--- src/common/sec_policy_map.svh ---
// register offsets, field positions, reset values and codes for the frame security policy block
`ifndef SEC_POLICY_MAP_SVH
`define SEC_POLICY_MAP_SVH
// ======================================================================
// register byte addresses
`define REG_CTRL 8'h00
`define REG_STATUS 8'h04
`define REG_VCOUNT 8'h08
// ======================================================================
// control fields
`define CTRL_MODE_LSB 0
`define CTRL_MODE_MSB 1
`define CTRL_ANSWER_BIT 2
// ======================================================================
// security modes
`define MODE0 2'h0
`define MODE1 2'h1
`define MODE2 2'h2
`define MODE_RESET 2'h0
`define MODE_ILLEGAL 2'h3
// ======================================================================
// misc widths and values
`define LEN_ZERO 12'h000
`define KEY_ZERO 8'h00
`define CNT_ZERO 16'h0000
`define CNT_ONE 16'h0001
`define DATA_ZERO 32'h00000000
`endif

--- src/common/sec_policy_pkg.sv ---
// types shared by the frame security policy block
package sec_policy_pkg;
  // frame type or subtype as seen by the policy
  typedef enum logic [4:0] {
    FT_BEACON, FT_IMM_ACK, FT_BLK_ACK, FT_RTS, FT_CTS, FT_UA_REQ, FT_UA_RSP,
    FT_APP_CTRL, FT_RESV_REQ, FT_RESV_RSP, FT_PROBE, FT_PAIRWISE_KEY, FT_GROUP_KEY,
    FT_RANGE, FT_APP_CMD, FT_DATA, FT_AGG_DATA
  } frame_t;
  // protection class of a frame type
  typedef enum logic [1:0] {PROT_NEVER, PROT_ALWAYS, PROT_OPTION} prot_t;
  // violation codes reported to the management entity
  typedef enum logic [1:0] {VC_NONE, VC_INVALID_MODE, VC_UNKNOWN_KEY} vcode_t;
  // transmit request from the frame builder
  typedef struct packed {
    logic valid;
    frame_t ftype;
    logic [1:0] peer_mode;
    logic related;
    logic want_secure;
    logic [7:0] temporal_key_selector;
    logic [7:0] relationship_key;
    logic [11:0] payload_len;
    logic [11:0] agg_hdr_len;
    logic [11:0] var_offset;
  } tx_req_t;
  // received frame summary from the receive path
  typedef struct packed {
    logic valid;
    frame_t ftype;
    logic secure;
    logic related;
  } rx_frame_t;
  // secure relationship request
  typedef struct packed {
    logic valid;
    logic [1:0] peer_mode;
  } rel_req_t;
endpackage

--- src/hdl/sec_policy.sv ---
// frame security policy: transmit protection, receive filtering and relationship gating
`timescale 1ns/100ps
`include "sec_policy_map.svh"

// Notes on behaviour
// - related peers use the protection tables
// - drop unprotected frames that need protection
// - data frames use the service key selector
// - secure commands use the relationship key
// - beacon, acks, rts, cts, access frames plain
// - group key and data always protected
// - other commands and application frames optional
// - key command frames use offset zero
// - reservation and range offset equals payload
// - aggregated offset header length; others variable
// - mode 0 sends plain, no relationships
// - mode 0 secure receive: invalid mode
// - mode 1 plain to unrelated peers
// - mode 1 relates only with mode 1
// - mode 1 may answer unrelated commands
// - mode 1 unrelated secure: unknown key
// - mode 1 related plain required: invalid mode
// - reset never in mode 1
// - mode 2 relates mode 2, handshake first
// - mode 2 tables toward related peers
// - mode 2 unrelated secure: unknown key
// - mode 2 plain required: invalid mode
// - beacons advertise the current mode
module sec_policy
  import sec_policy_pkg::*;
(
  input wire logic clock,
  input wire logic resetn,
  input wire logic wb_cyc_i,
  input wire logic wb_stb_i,
  input wire logic wb_we_i,
  input wire logic [7:0] wb_adr_i,
  input wire logic [3:0] wb_sel_i,
  input wire logic [31:0] wb_dat_i,
  output logic [31:0] wb_dat_o,
  output logic wb_ack_o,
  input wire tx_req_t tx_req,
  output logic tx_valid_r,
  output logic tx_secure_r,
  output logic tx_blocked_r,
  output logic [11:0] encryption_offset_r,
  output logic [7:0] tx_key_r,
  input wire rx_frame_t rx_frame,
  output logic rx_accept_r,
  output logic rx_discard_r,
  output logic rx_respond_r,
  output logic security_violation_report_r,
  output vcode_t violation_code_r,
  input wire rel_req_t rel_req,
  output logic rel_permit_r,
  output logic rel_refuse_r,
  output logic [1:0] beacon_mode_r
);

  // ======================================================================
  // state
  logic [1:0] mode_r;
  logic answer_unrelated_r;
  logic [15:0] inval_cnt_r;
  logic [15:0] unkey_cnt_r;
  logic [31:0] dat_r;
  logic ack_r;
  frame_t tx_ftype_r;
  logic req;
  logic wr_ctrl;
  logic wr_vcount;

  // protection class per frame type
  function automatic prot_t prot_class(input frame_t ft);
    prot_t p;
    p = PROT_OPTION;
    unique case (ft)
      FT_BEACON, FT_IMM_ACK, FT_BLK_ACK, FT_RTS, FT_CTS, FT_UA_REQ, FT_UA_RSP: p = PROT_NEVER;
      FT_GROUP_KEY, FT_DATA, FT_AGG_DATA: p = PROT_ALWAYS;
      FT_APP_CTRL, FT_RESV_REQ, FT_RESV_RSP, FT_PROBE, FT_PAIRWISE_KEY, FT_RANGE, FT_APP_CMD: p = PROT_OPTION;
      default: p = PROT_OPTION;
    endcase
    return p;
  endfunction

  // command frames (for the answer policy)
  function automatic logic is_command(input frame_t ft);
    return ft inside {FT_RESV_REQ, FT_RESV_RSP, FT_PROBE, FT_PAIRWISE_KEY, FT_GROUP_KEY, FT_RANGE, FT_APP_CMD};
  endfunction

  // ======================================================================
  // wishbone classic slave
  assign req = wb_cyc_i & wb_stb_i;
  assign wr_ctrl = req & ack_r & wb_we_i & wb_sel_i[0] & (wb_adr_i == `REG_CTRL);
  assign wr_vcount = req & ack_r & wb_we_i & (wb_adr_i == `REG_VCOUNT);
  assign wb_ack_o = ack_r;
  assign wb_dat_o = dat_r;

  // ack one cycle after the request, dropped the cycle after
  always_ff @(posedge clock or negedge resetn) begin
    if (!resetn) begin
      ack_r <= 1'b0;
    end else begin
      ack_r <= req & ~ack_r;
    end
  end

  // read data captured with the request, zero for unmapped
  always_ff @(posedge clock or negedge resetn) begin
    if (!resetn) begin
      dat_r <= `DATA_ZERO;
    end else if (req & ~ack_r) begin
      unique case (wb_adr_i)
        `REG_CTRL: dat_r <= {29'h0, answer_unrelated_r, mode_r};
        `REG_STATUS: dat_r <= {28'h0, violation_code_r, mode_r};
        `REG_VCOUNT: dat_r <= {unkey_cnt_r, inval_cnt_r};
        default: dat_r <= `DATA_ZERO;
      endcase
    end
  end

  // mode register; resets to mode 0, changes only by software, illegal code ignored
  always_ff @(posedge clock or negedge resetn) begin
    if (!resetn) begin
      mode_r <= `MODE_RESET;
      answer_unrelated_r <= 1'b0;
    end else if (wr_ctrl) begin
      if (wb_dat_i[`CTRL_MODE_MSB:`CTRL_MODE_LSB] != `MODE_ILLEGAL) begin
        mode_r <= wb_dat_i[`CTRL_MODE_MSB:`CTRL_MODE_LSB];
      end
      answer_unrelated_r <= wb_dat_i[`CTRL_ANSWER_BIT];
    end
  end

  // violation counters; a write clears, a same-cycle event restarts the count at one
  always_ff @(posedge clock or negedge resetn) begin
    if (!resetn) begin
      inval_cnt_r <= `CNT_ZERO;
      unkey_cnt_r <= `CNT_ZERO;
    end else begin
      if (security_violation_report_r && violation_code_r == VC_INVALID_MODE) begin
        inval_cnt_r <= wr_vcount ? `CNT_ONE : inval_cnt_r + `CNT_ONE;
      end else if (wr_vcount) begin
        inval_cnt_r <= `CNT_ZERO;
      end
      if (security_violation_report_r && violation_code_r == VC_UNKNOWN_KEY) begin
        unkey_cnt_r <= wr_vcount ? `CNT_ONE : unkey_cnt_r + `CNT_ONE;
      end else if (wr_vcount) begin
        unkey_cnt_r <= `CNT_ZERO;
      end
    end
  end

  // ======================================================================
  // transmit decision
  logic tx_tables;
  logic tx_sec;
  logic tx_block;
  logic [11:0] tx_off;
  logic [7:0] tx_key;

  // tables apply only to a related peer in the same non-zero mode
  always_comb begin
    tx_tables = tx_req.related && mode_r != `MODE0 && tx_req.peer_mode == mode_r;
    tx_sec = 1'b0;
    if (tx_tables) begin
      unique case (prot_class(tx_req.ftype))
        PROT_NEVER: tx_sec = 1'b0;
        PROT_ALWAYS: tx_sec = 1'b1;
        PROT_OPTION: tx_sec = tx_req.want_secure;
      endcase
    end
    // mode 2 sends no data before the handshake gives a relationship
    tx_block = mode_r == `MODE2 && !tx_tables && tx_req.ftype inside {FT_DATA, FT_AGG_DATA};
    tx_off = `LEN_ZERO;
    tx_key = `KEY_ZERO;
    if (tx_sec) begin
      unique case (tx_req.ftype)
        FT_PAIRWISE_KEY, FT_GROUP_KEY: tx_off = `LEN_ZERO;
        FT_RESV_REQ, FT_RESV_RSP, FT_RANGE: tx_off = tx_req.payload_len;
        FT_AGG_DATA: tx_off = tx_req.agg_hdr_len;
        default: tx_off = tx_req.var_offset;
      endcase
      if (tx_req.ftype inside {FT_DATA, FT_AGG_DATA}) begin
        tx_key = tx_req.temporal_key_selector;
      end else begin
        tx_key = tx_req.relationship_key;
      end
    end
  end

  // registered transmit answer
  always_ff @(posedge clock or negedge resetn) begin
    if (!resetn) begin
      tx_valid_r <= 1'b0;
      tx_secure_r <= 1'b0;
      tx_blocked_r <= 1'b0;
      encryption_offset_r <= `LEN_ZERO;
      tx_key_r <= `KEY_ZERO;
      tx_ftype_r <= FT_BEACON;
    end else begin
      tx_valid_r <= tx_req.valid & ~tx_block;
      tx_blocked_r <= tx_req.valid & tx_block;
      tx_secure_r <= tx_req.valid & ~tx_block & tx_sec;
      encryption_offset_r <= tx_off;
      tx_key_r <= tx_key;
      tx_ftype_r <= tx_req.ftype;
    end
  end

  // ======================================================================
  // receive filter
  vcode_t rx_code;
  logic rx_need;

  // classify the received frame against the current mode
  always_comb begin
    rx_need = prot_class(rx_frame.ftype) == PROT_ALWAYS;
    rx_code = VC_NONE;
    unique case (mode_r)
      `MODE0: begin
        if (rx_frame.secure) rx_code = VC_INVALID_MODE;
      end
      `MODE1: begin
        if (rx_frame.secure && !rx_frame.related) rx_code = VC_UNKNOWN_KEY;
        else if (!rx_frame.secure && rx_frame.related && rx_need) rx_code = VC_INVALID_MODE;
      end
      `MODE2: begin
        if (rx_frame.secure && !rx_frame.related) rx_code = VC_UNKNOWN_KEY;
        else if (!rx_frame.secure && rx_need) rx_code = VC_INVALID_MODE;
      end
      default: rx_code = VC_NONE;
    endcase
  end

  // registered receive answer and violation strobe
  always_ff @(posedge clock or negedge resetn) begin
    if (!resetn) begin
      rx_accept_r <= 1'b0;
      rx_discard_r <= 1'b0;
      rx_respond_r <= 1'b0;
      security_violation_report_r <= 1'b0;
      violation_code_r <= VC_NONE;
    end else begin
      rx_accept_r <= rx_frame.valid && rx_code == VC_NONE;
      rx_discard_r <= rx_frame.valid && rx_code != VC_NONE;
      security_violation_report_r <= rx_frame.valid && rx_code != VC_NONE;
      if (rx_frame.valid && rx_code != VC_NONE) begin
        violation_code_r <= rx_code;
      end
      // answering unrelated commands in mode 1 is software's choice
      rx_respond_r <= rx_frame.valid && rx_code == VC_NONE && is_command(rx_frame.ftype) &&
                      (rx_frame.related || mode_r != `MODE1 || answer_unrelated_r);
    end
  end

  // ======================================================================
  // relationship gate and beacon mode
  always_ff @(posedge clock or negedge resetn) begin
    if (!resetn) begin
      rel_permit_r <= 1'b0;
      rel_refuse_r <= 1'b0;
      beacon_mode_r <= `MODE_RESET;
    end else begin
      rel_permit_r <= rel_req.valid && mode_r != `MODE0 && rel_req.peer_mode == mode_r;
      rel_refuse_r <= rel_req.valid && !(mode_r != `MODE0 && rel_req.peer_mode == mode_r);
      beacon_mode_r <= mode_r;
    end
  end
endmodule

--- config.mk ---
export PLATFORM = sky130hd
export DESIGN_NAME = sec_policy
export DESIGN_NICKNAME = d
export VERILOG_FILES = /design/src/common/sec_policy_pkg.sv /design/src/hdl/sec_policy.sv
export VERILOG_INCLUDE_DIRS = /design/src /design/src/common
export SDC_FILE = /design/constraint.sdc
export NUM_CORES = 1
export LEC_CHECK = 0
export BUFFER_PORTS_ARGS = -buffer_cell sky130_fd_sc_hd__clkbuf_2
export CELL_PAD_IN_SITES_DETAIL_PLACEMENT = 0
export CELL_PAD_IN_SITES_GLOBAL_PLACEMENT = 1
export CORE_MARGIN = 2
export CORE_UTILIZATION = 39
export CTS_BUF_LIST = sky130_fd_sc_hd__clkbuf_8 sky130_fd_sc_hd__clkbuf_16
export CTS_CLUSTER_DIAMETER = 120
export DETAILED_ROUTE_END_ITERATION = 6
export GPL_ROUTABILITY_DRIVEN = 0
export HOLD_SLACK_MARGIN = 0.05
export PLACE_DENSITY = 0.84
export SYNTH_ARGS = -nofsm -noshare
export SYNTH_HDL_FRONTEND = slang
export SYNTH_SLANG_ARGS = --single-unit
--- constraint.sdc ---
create_clock -name clock -period 5.6 [get_ports clock]
set_clock_uncertainty 0.15 [all_clocks]
set_input_delay 0.28 -clock clock [delete_from_list [all_inputs] [get_ports clock]]
set_output_delay 0.28 -clock clock [all_outputs]
set_load 0.02 [all_outputs]
# ---- Word-level counts from Yosys, hierarchy flattened
# Memories as Yosys holds them, arrays and structs flattened.
# Cells that the tools add are included.
dict set report op_classes {
  addsub 2
  n_eq_ne 27
  mux 19
  bitwise 12
  reduce_logical 37
}
# op count
set ops {}
lappend ops {{$pmux 32 s3} 1}
lappend ops {{$mux 16} 5}
lappend ops {{$eq 5x4->1 const B} 13}
lappend ops {{$pmux 12 s3} 1}
lappend ops {{$add 16x1->16 const B} 2}
lappend ops {{$logic_and 1x1->1} 18}
lappend ops {{$mux 8} 2}
lappend ops {{$mux 12} 1}
lappend ops {{$and 1x1->1} 10}
lappend ops {{$reduce_bool 2->1} 5}
lappend ops {{$eq 2x1->1 const B} 4}
lappend ops {{$eq 8x3->1 const B} 1}
lappend ops {{$eq 8x4->1 const B} 1}
lappend ops {{$logic_not 8->1} 1}
lappend ops {{$reduce_bool 7->1} 1}
lappend ops {{$eq 2x2->1 const B} 3}
lappend ops {{$logic_not 2->1} 3}
lappend ops {{$mux 2} 3}
lappend ops {{$pmux 2 s3} 1}
lappend ops {{$eq 5x5->1 const B} 1}
lappend ops {{$eq 2x2->1} 2}
lappend ops {{$logic_not 1->1} 4}
lappend ops {{$mux 1} 4}
lappend ops {{$pmux 1 s3} 1}
lappend ops {{other kinds (7)} 9}
dict set report word_totals {
  ff_bits 100
  romBits 128
  wordCells 117
  n_memories 2
}
# memory depth width rd rd_clocked_by_memory_dff wr line
set memory_table {}
lappend memory_table {{(no name shown)} 32 2 1 0 0 sec_policy.sv:77} ;# unique case (ft)
lappend memory_table {{(no name shown)} 32 2 1 0 0 sec_policy.sv:77}

# ---- Depth between registers and ports, before layout
# Gate-level depths: netlist (run 1).
dict set report logic_depth {
  word_depth 10
  depth_mapped 13
}

# ---- Worst setup path after synthesis (run 1)
# Ideal clock, no wire load.
dict set report synth_timing {
  path_type {register -> register}
  start {register violation_code_r[1]}
  end {register inval_cnt_r[15]}
  setup_time_ns 0.078
  arrival_ns 1.941
  required_ns 5.372
  setup_slack_ns 3.431
  stages_incl_launch_ff 6
  cell_sequence {dfrtp_1 nand4b_4 or4_1 buf_2 or4_1 a21oi_1}
}
dict set report synth_via {
  elab_chain_len 3
}
# element line
set synth_lines {}
lappend synth_lines {{start, declared} sec_policy.sv:53} ;# output vcode_t violation_code_r,
lappend synth_lines {{start signal, assigned} sec_policy.sv:249} ;# violation_code_r <= rx_code;
lappend synth_lines {{$eq 2x1->1 (*)} sec_policy.sv:141} ;# if (security_violation_report_r && violation_code_r == VC_INVALID_MODE) begin
lappend synth_lines {{$logic_and 1x1->1 (*)} sec_policy.sv:141}
lappend synth_lines {{$mux 16 or $reduce_bool 2->1 (tied branches)} -}
lappend synth_lines {{end signal, assigned} sec_policy.sv:138} ;# inval_cnt_r <= `CNT_ZERO;
lappend synth_lines {{end signal, assigned} sec_policy.sv:142} ;# inval_cnt_r <= wr_vcount ? `CNT_ONE : inval_cnt_r + `CNT_ONE;
lappend synth_lines {{end signal, assigned} sec_policy.sv:144} ;# inval_cnt_r <= `CNT_ZERO;
lappend synth_lines {{end, declared} sec_policy.sv:64} ;# logic [15:0] inval_cnt_r;
# Mark *: on every way between the ends. The rest lies on a longest branch, timed or not.
# A chain may end at the register's enable or synchronous reset.

# ---- Final worst setup path (run 1)
dict set report layout_timing {
  start {input tx_req[60] in the netlist's numbering}
  end {register tx_key_r[7]}
}
dict set report layout_via {
  elab_chain_len 6
}
# element line
set layout_lines {}
lappend layout_lines {{start, declared} sec_policy.sv:42} ;# input wire tx_req_t tx_req,
lappend layout_lines {{$mem_v2 32x2} -}
lappend layout_lines {{$mux 2} sec_policy.sv:166} ;# if (tx_tables) begin
lappend layout_lines {{$eq 2x2->1, or another cell as far along} sec_policy.sv:167} ;# unique case (prot_class(tx_req.ftype))
lappend layout_lines {{$pmux 1 s3} sec_policy.sv:167}
lappend layout_lines {{$mux 1} sec_policy.sv:166}
lappend layout_lines {{$mux 8 (*)} sec_policy.sv:177} ;# if (tx_sec) begin
lappend layout_lines {{named net tx_key[7]} sec_policy.sv:160} ;# logic [7:0] tx_key;
lappend layout_lines {{end signal, assigned} sec_policy.sv:199} ;# tx_key_r <= `KEY_ZERO;
lappend layout_lines {{end signal, assigned} sec_policy.sv:206} ;# tx_key_r <= tx_key;
lappend layout_lines {{end, declared} sec_policy.sv:47} ;# output logic [7:0] tx_key_r,
# The timed path passes the listed nets; every way through them passes the cells marked *. The select of a mux whose other input is x is not followed.

==> results.sh, run 1 <==
export IMPL_status="finished with violations"
export IMPL_wl_um=11700
export IMPL_synth_fp_nets=568
export IMPL_maxCapViolations=0
export IMPL_hold_class="primary input to flip-flop"
export IMPL_via_per_inst=5.29
export IMPL_setup_viol_count_final=0
export IMPL_initial_core_util_pct=40.4
export IMPL_yosysWarnings=0
export IMPL_gr_usage_all_layers_pct=19.2
export IMPL_synth_top_area_share_pct=53.5
export IMPL_async_flop_share_pct=100
export IMPL_fmaxAchievable_mhz=373
export IMPL_synth_seq_area_share_pct=53.5
export IMPL_fillerInstances=1046
export IMPL_grt_max_degree=58
export IMPL_synth_cell_area_um2=4680
export IMPL_row_count=39
export IMPL_power_mw=1.69
export IMPL_cts_tree="built"
export IMPL_vias=4031
export IMPL_area_growth_pct=32.1
export IMPL_finalSetupTns_ns=0
export IMPL_startpoint_type="primary input"
export IMPL_ys_top_cells_by_area="dfrtp_1 (54%), a22o_1 (5.2%), xnor2_1 (4.1%)"
export IMPL_final_cell_mix="clkbuf_2 (154), dfrtp_1 (100), nor2_1 (46), dlygate4sd3_1 (32), a22o_1 (28)"
export IMPL_h_tree_depth=3
export IMPL_clock_sinks=100
export IMPL_powerDensity_nw_per_um2=274
export IMPL_final_common_cell="clkbuf_2"
export IMPL_violations="design-rule violations"
export IMPL_grt_pass1_vias=4102
export IMPL_cp_required_ns=5.64
export IMPL_grt_pass1_wl_um=19500
export IMPL_dpl_hpwl_um=8470
export IMPL_cts_root_buf="clkbuf_16"
export IMPL_cp_max_fo=15
export IMPL_rsz0062_at_grt="false"
export IMPL_cts_buffers=9
export IMPL_drc_errors=1
export IMPL_diodes=0
export IMPL_finalNetCount=747
export IMPL_yosysTopAreaCell="dfrtp_1"
export IMPL_ys_types=49
export IMPL_dieArea_um2=12900
export IMPL_firstDrtPassIters=6
export IMPL_crit_type="primary input to flip-flop"
export IMPL_ys_flop_type="dfrtp_1"
export IMPL_worst_ir_drop_vdd_mv=0.242
export IMPL_clkSlewWorstSetupHoldPaths_ns=0.06
export IMPL_end_kind="flip-flop"
export IMPL_post_dp_cell_area_um2=5580
export IMPL_grt_overflow=0
export IMPL_antenna_found_initial=0
export IMPL_arrival_ns=2.72
export IMPL_hold_viol=0
export IMPL_p_leak_nw=3.04
export IMPL_maxSlewViolCount=0
export IMPL_ys_seq_elements=100
export IMPL_io_pin_count=188
export IMPL_io_buffer_count=155
export IMPL_synth_avg_cell_area_um2=10.7
export IMPL_coreArea_um2=11600
export IMPL_final_cell_area_um2=6180
export IMPL_synth_edf_count=0
export IMPL_drive_above_1_share_pct=28.9
export IMPL_antenna_left=0
export IMPL_drt_initial_drc_count=234
export IMPL_die_w_um=113
export IMPL_die_height_um=113
export IMPL_tightest_slew_ns=1.16
export IMPL_cts_buffer_depth=2
export IMPL_post_route_period_util_pct=47.8
export IMPL_clkLatencyLatePin_ns=0.35
export IMPL_cts_resized=0
export IMPL_synth_cells=435
export IMPL_relSlewSlack_pct=22.9
export IMPL_wl_per_cell_um=15.4
export IMPL_period_needed_ns=2.68
-- report_power, final --
group,internal (mW),total (mW),switching [mW]
logic,0.121,0.254,0.134
clock network,0.313,0.582,0.269
registers,0.778,0.859,0.0802
total,1.21,1.69,0.483
-- through the flow --
| step | util [%] | setup WS [ns] | cells | hold WS [ns] |
|---|---|---|---|---|
| 6_report | 53.4 | 2.92 | 762 | 0.0682 |
| 5_1_grt | 53.4 | 2.69 | 762 | 0.0673 |
| 4_1_cts | 53.4 | 3.00 | 762 | 0.0517 |
| 3_5_place_dp | 48.2 | 2.69 | 714 | 0.164 |
| 3_3_place_gp | 48.2 | 2.80 | 714 | 0.156 |
| 2_1_floorplan | - | 3.43 | 435 | -0.166 |
-- layout make-up --
type / count / area (µm²) / area share, %
Tap cell: 143 / 179 / 2.90
Inverter: 17 / 63.8 / 1.03
Clock buffer: 10 / 239 / 3.87
Sequential cell: 100 / 2500 / 40.5
Multi-Input combinational cell: 295 / 2020 / 32.7
Timing Repair Buffer: 191 / 1130 / 18.3
Clock inverter: 6 / 42.5 / 0.689
-- repair_timing --
item                                    in CTS  in global routing
buffers inserted                             0                  0
hold buffers                                32                  0
endpoints found under the setup margin       0                  0
hold endpoints to repair                    69                  0
-- state kept, by name (all words and copies together), names as in the netlist, 2 cells and up --
signal,cells
wb_dat_o,32
inval_cnt_r,16
unkey_cnt_r,16
encryption_offset_r,12
tx_key_r,8
beacon_mode_r,2
mode_r,2
violation_code_r,2
-- cells in the mapped netlist, drive strengths merged, types with 2 or more instances --
master and instances:
o22a 3, ha 11, a22oi 14, nand4 11
a21oi 20, and3b 2, nor2 46, nand3b 4
dfrtp 100, nand2 26, o21ai 6, and4 3
xor2 6, nor4bb 2, nor4 14, or4 2
or3 5, mux2i 12, nand4b 3, clkbuf 18
a22o 28, xnor2 22, buf 5, nor2b 4
o211ai 12, nand2b 4, inv 17, nand3 6
o31ai 5, nor3 10
-- final timing paths --
check / to / depth (start not counted) / slack (ns) / startpoint
setup / recovery: tx_key_r[7] / 6 / 2.92 / tx_req[60]
hold / removal: encryption_offset_r[1] / 3 / 0.07 / tx_req[1]
setup reg to reg: encryption_offset_r[1] / 4 / 3.22 / mode_r[1]
hold reg to reg: wb_dat_o[3] / 2 / 0.34 / wb_dat_o[3]
max in group asynchronous: tx_key_r[6] / 3 / 3.87 / resetn
min in group asynchronous: wb_dat_o[12] / 2 / 0.31 / resetn
-- metal layers --
| layer | track usage, % | up-vias | part of all wire [%] |
|---|---|---|---|
| li1 | - | 1938 | - |
| met1 | 22.1 | 1918 | 41 |
| met2 | 31.9 | 151 | 49 |
| met3 | 7.97 | 24 | 7.3 |
| met4 | 7.48 | 0 | 2.8 |
| met5 | 0 | - | 0 |
-- cell families (layout without fill, tap and decap cells) --
family | after synthesis | after routing | share of synthesized area, %
xor+xnor | 28 | 28 | 5.24
compound gates | 97 | 97 | 15.2
buf+inv | 40 | 224 | 3.34
simple gates | 145 | 145 | 16.7
flops | 100 | 100 | 53.5
mux | 13 | 13 | 2.81
fa+ha+maj | 12 | 12 | 3.16
-- critical path, cell delays in order --
cell           delay [ns]
clkbuf_2             0.10
nand2b_1             0.40
o22ai_1              1.00
mux2i_1              0.29
dlygate4sd3_1        0.59
nor2_1               0.05
Power figures use the tool's default switching activity.
==> run 2: changes to the inputs <==
Settings changed: CORE_UTILIZATION 39 to 33, PLACE_DENSITY 0.84 to 0.76.
Clock period 5.6 ns to 2.3 ns, I/O delays scaled along.
==> results.sh, run 2 (synthesis results as in run 1) <==
export IMPL_status="finished clean"
export IMPL_hold_ws_ns=0.0666
export IMPL_clkPwrFrac_pct=35.1
export IMPL_critPathBufInv=4
export IMPL_arrival_ns=2.21
export IMPL_worst_ir_drop_vdd_mv=0.323
export IMPL_pwr_share_seq_pct=48.3
export IMPL_ff2ff_path_depth=6
export IMPL_period_needed_ns=2.13
export IMPL_hold_class="primary input to flip-flop"
export IMPL_powerDensity_nw_per_um2=640
export IMPL_vias=4284
export IMPL_cp_cell_sequence="dlygate4sd3_1, clkbuf_2, inv_2, nand2_1, or3_1, o22a_1, dlygate4sd3_1"
export IMPL_h_tree_depth=3
export IMPL_dpl_hpwl_um=8750
export IMPL_coreArea_um2=13900
export IMPL_row_count=43
export IMPL_cts_buffer_depth=2
export IMPL_min_to="mode_r[1]"
export IMPL_die_height_um=123
export IMPL_cts_tree="built"
export IMPL_gr_usage_all_layers_pct=18.4
export IMPL_post_route_period_util_pct=92.8
export IMPL_comb_power_share_pct=16.6
export IMPL_cts_root_buf="clkbuf_16"
export IMPL_firstDrtPassIters=6
export IMPL_startpoint_type="primary input"
export IMPL_worstHoldPathCells=4
export IMPL_max_stage_delay_ns=0.56
export IMPL_cts_buffers=9
export IMPL_clkLatencyLatePin_ns=0.35
export IMPL_setup_viol_count_final=0
export IMPL_p_sw_mw=1.20
export IMPL_rsz0062_at_grt="false"
export IMPL_maxSlewViolCount=0
export IMPL_io_pin_count=188
export IMPL_cp_common_cell="dlygate4sd3_1"
export IMPL_crit_type="primary input to flip-flop"
export IMPL_reg2reg_slack_ns=0.24
export IMPL_largest_reg_flops=32
export IMPL_drive_above_1_share_pct=29.3
export IMPL_drc_errors=0
export IMPL_area_growth_pct=44.0
export IMPL_cp_max_fo=6
export IMPL_grt_max_degree=101
export IMPL_sw_frac_of_total_pct=27.9
export IMPL_grt_pass1_wl_um=21600
export IMPL_io_buffer_count=155
export IMPL_via_per_inst=5.05
export IMPL_final_common_cell="clkbuf_2"
export IMPL_end_kind="flip-flop"
export IMPL_cp_top_family="buffers and inverters"
export IMPL_antenna_left=0
export IMPL_cp_required_ns=2.38
export IMPL_diodes=0
export IMPL_post_cts_buffers=0
export IMPL_wl_um=13300
export IMPL_relSlewSlack_pct=59.9
export IMPL_worst_r2r_endpoint="rx_respond_r"
export IMPL_wl_per_cell_um=15.7
export IMPL_die_w_um=123
export IMPL_finalNetCount=797
export IMPL_maxCapViolations=0
export IMPL_cp_slowest_cell="dlygate4sd3_1"
export IMPL_fmaxAchievable_mhz=469
export IMPL_r2r_start="mode_r[1]"
export IMPL_final_cell_mix="clkbuf_2 (154), dfrtp_1 (100), dlygate4sd3_1 (69), nor2_1 (45), a22o_1 (28)"
export IMPL_fillerInstances=1244
export IMPL_finalSetupTns_ns=0
export IMPL_grt_pass1_vias=4523
export IMPL_clkSlewWorstSetupHoldPaths_ns=0.06
export IMPL_clock_sinks=100
export IMPL_tightest_slew_ns=0.601
export IMPL_grt_overflow=0
export IMPL_hold_viol=0
export IMPL_drt_initial_drc_count=186
export IMPL_dieArea_um2=15100
export IMPL_hp_start="wb_sel_i[0]"
export IMPL_p_leak_nw=3.24
export IMPL_antenna_found_initial=0
export IMPL_initial_core_util_pct=33.7
export IMPL_p_int_mw=3.11
run 2: routing by layer:
metal	wire [µm]	global-route usage (%)	vias up
met4	305	7.53	0
met1	5550	21.4	2048
met3	1020	5.17	21
li1	-	-	2044
met5	0	0	-
met2	6390	31.8	171
run 2: area by class of cell:
| class | count | area (µm²) | area share [%] |
|---|---|---|---|
| flip-flops and latches | 100 | 2500 | 37.2 |
| multi-input cells | 295 | 2030 | 30.1 |
| repair buffers | 241 | 1620 | 24.1 |
| clock buffers | 10 | 239 | 3.55 |
| well taps | 180 | 225 | 3.35 |
| inverters | 17 | 63.8 | 0.948 |
| clock inverters | 5 | 52.6 | 0.781 |
run 2: worst min-delay path, cell delays in order:
cell and delay, ns:
clkbuf_2 0.08, nand2_1 0.08, nor4_1 0.05, o22a_1 0.18
run 2: per-stage QoR:
step                      instances  cell area [µm²]  setup WS (ns)  utilization (%)  total power, mW
after CTS                       848             6730         0.0822             48.5             4.35
after global routing            848             6730         0.0441             48.5             4.54
after floorplan                 435             4680          0.131                -             2.45
after detailed placement        764             5740          0.147             41.4             2.73
after global placement          764             5740          0.235             41.4             2.70
final                           848             6730          0.166             48.5             4.31
run 2: how the worst max path moves through the flow:
stage                              from                          end  slack [ns]  cells after the start
finish                      wb_adr_i[3]                    mode_r[0]        0.17                      7
detailed placement           tx_req[56]       encryption_offset_r[1]        0.15                     12
CTS                         wb_adr_i[3]                    mode_r[0]        0.08                      7
global route                rx_frame[6]  security_violation_report_r        0.04                      7
global placement             tx_req[56]       encryption_offset_r[1]        0.24                     14
floorplan           violation_code_r[1]              inval_cnt_r[15]        0.13                      5
run 2: timing repair:
action,4_1_cts,5_1_grt
resized for setup,0,3
hold endpoints to repair,134,0
endpoints found under the setup margin,0,14
hold buffers,69,0
run 2: power by group through the flow:
stage | sequential, mW | clock [mW] | combinational (mW)
after floorplan | 2.08 | 0 | 0.366
after global placement | 2.10 | 0 | 0.594
after detailed placement | 2.11 | 0 | 0.620
after CTS | 2.08 | 1.57 | 0.709
after global routing | 2.10 | 1.62 | 0.811
final | 2.08 | 1.51 | 0.715
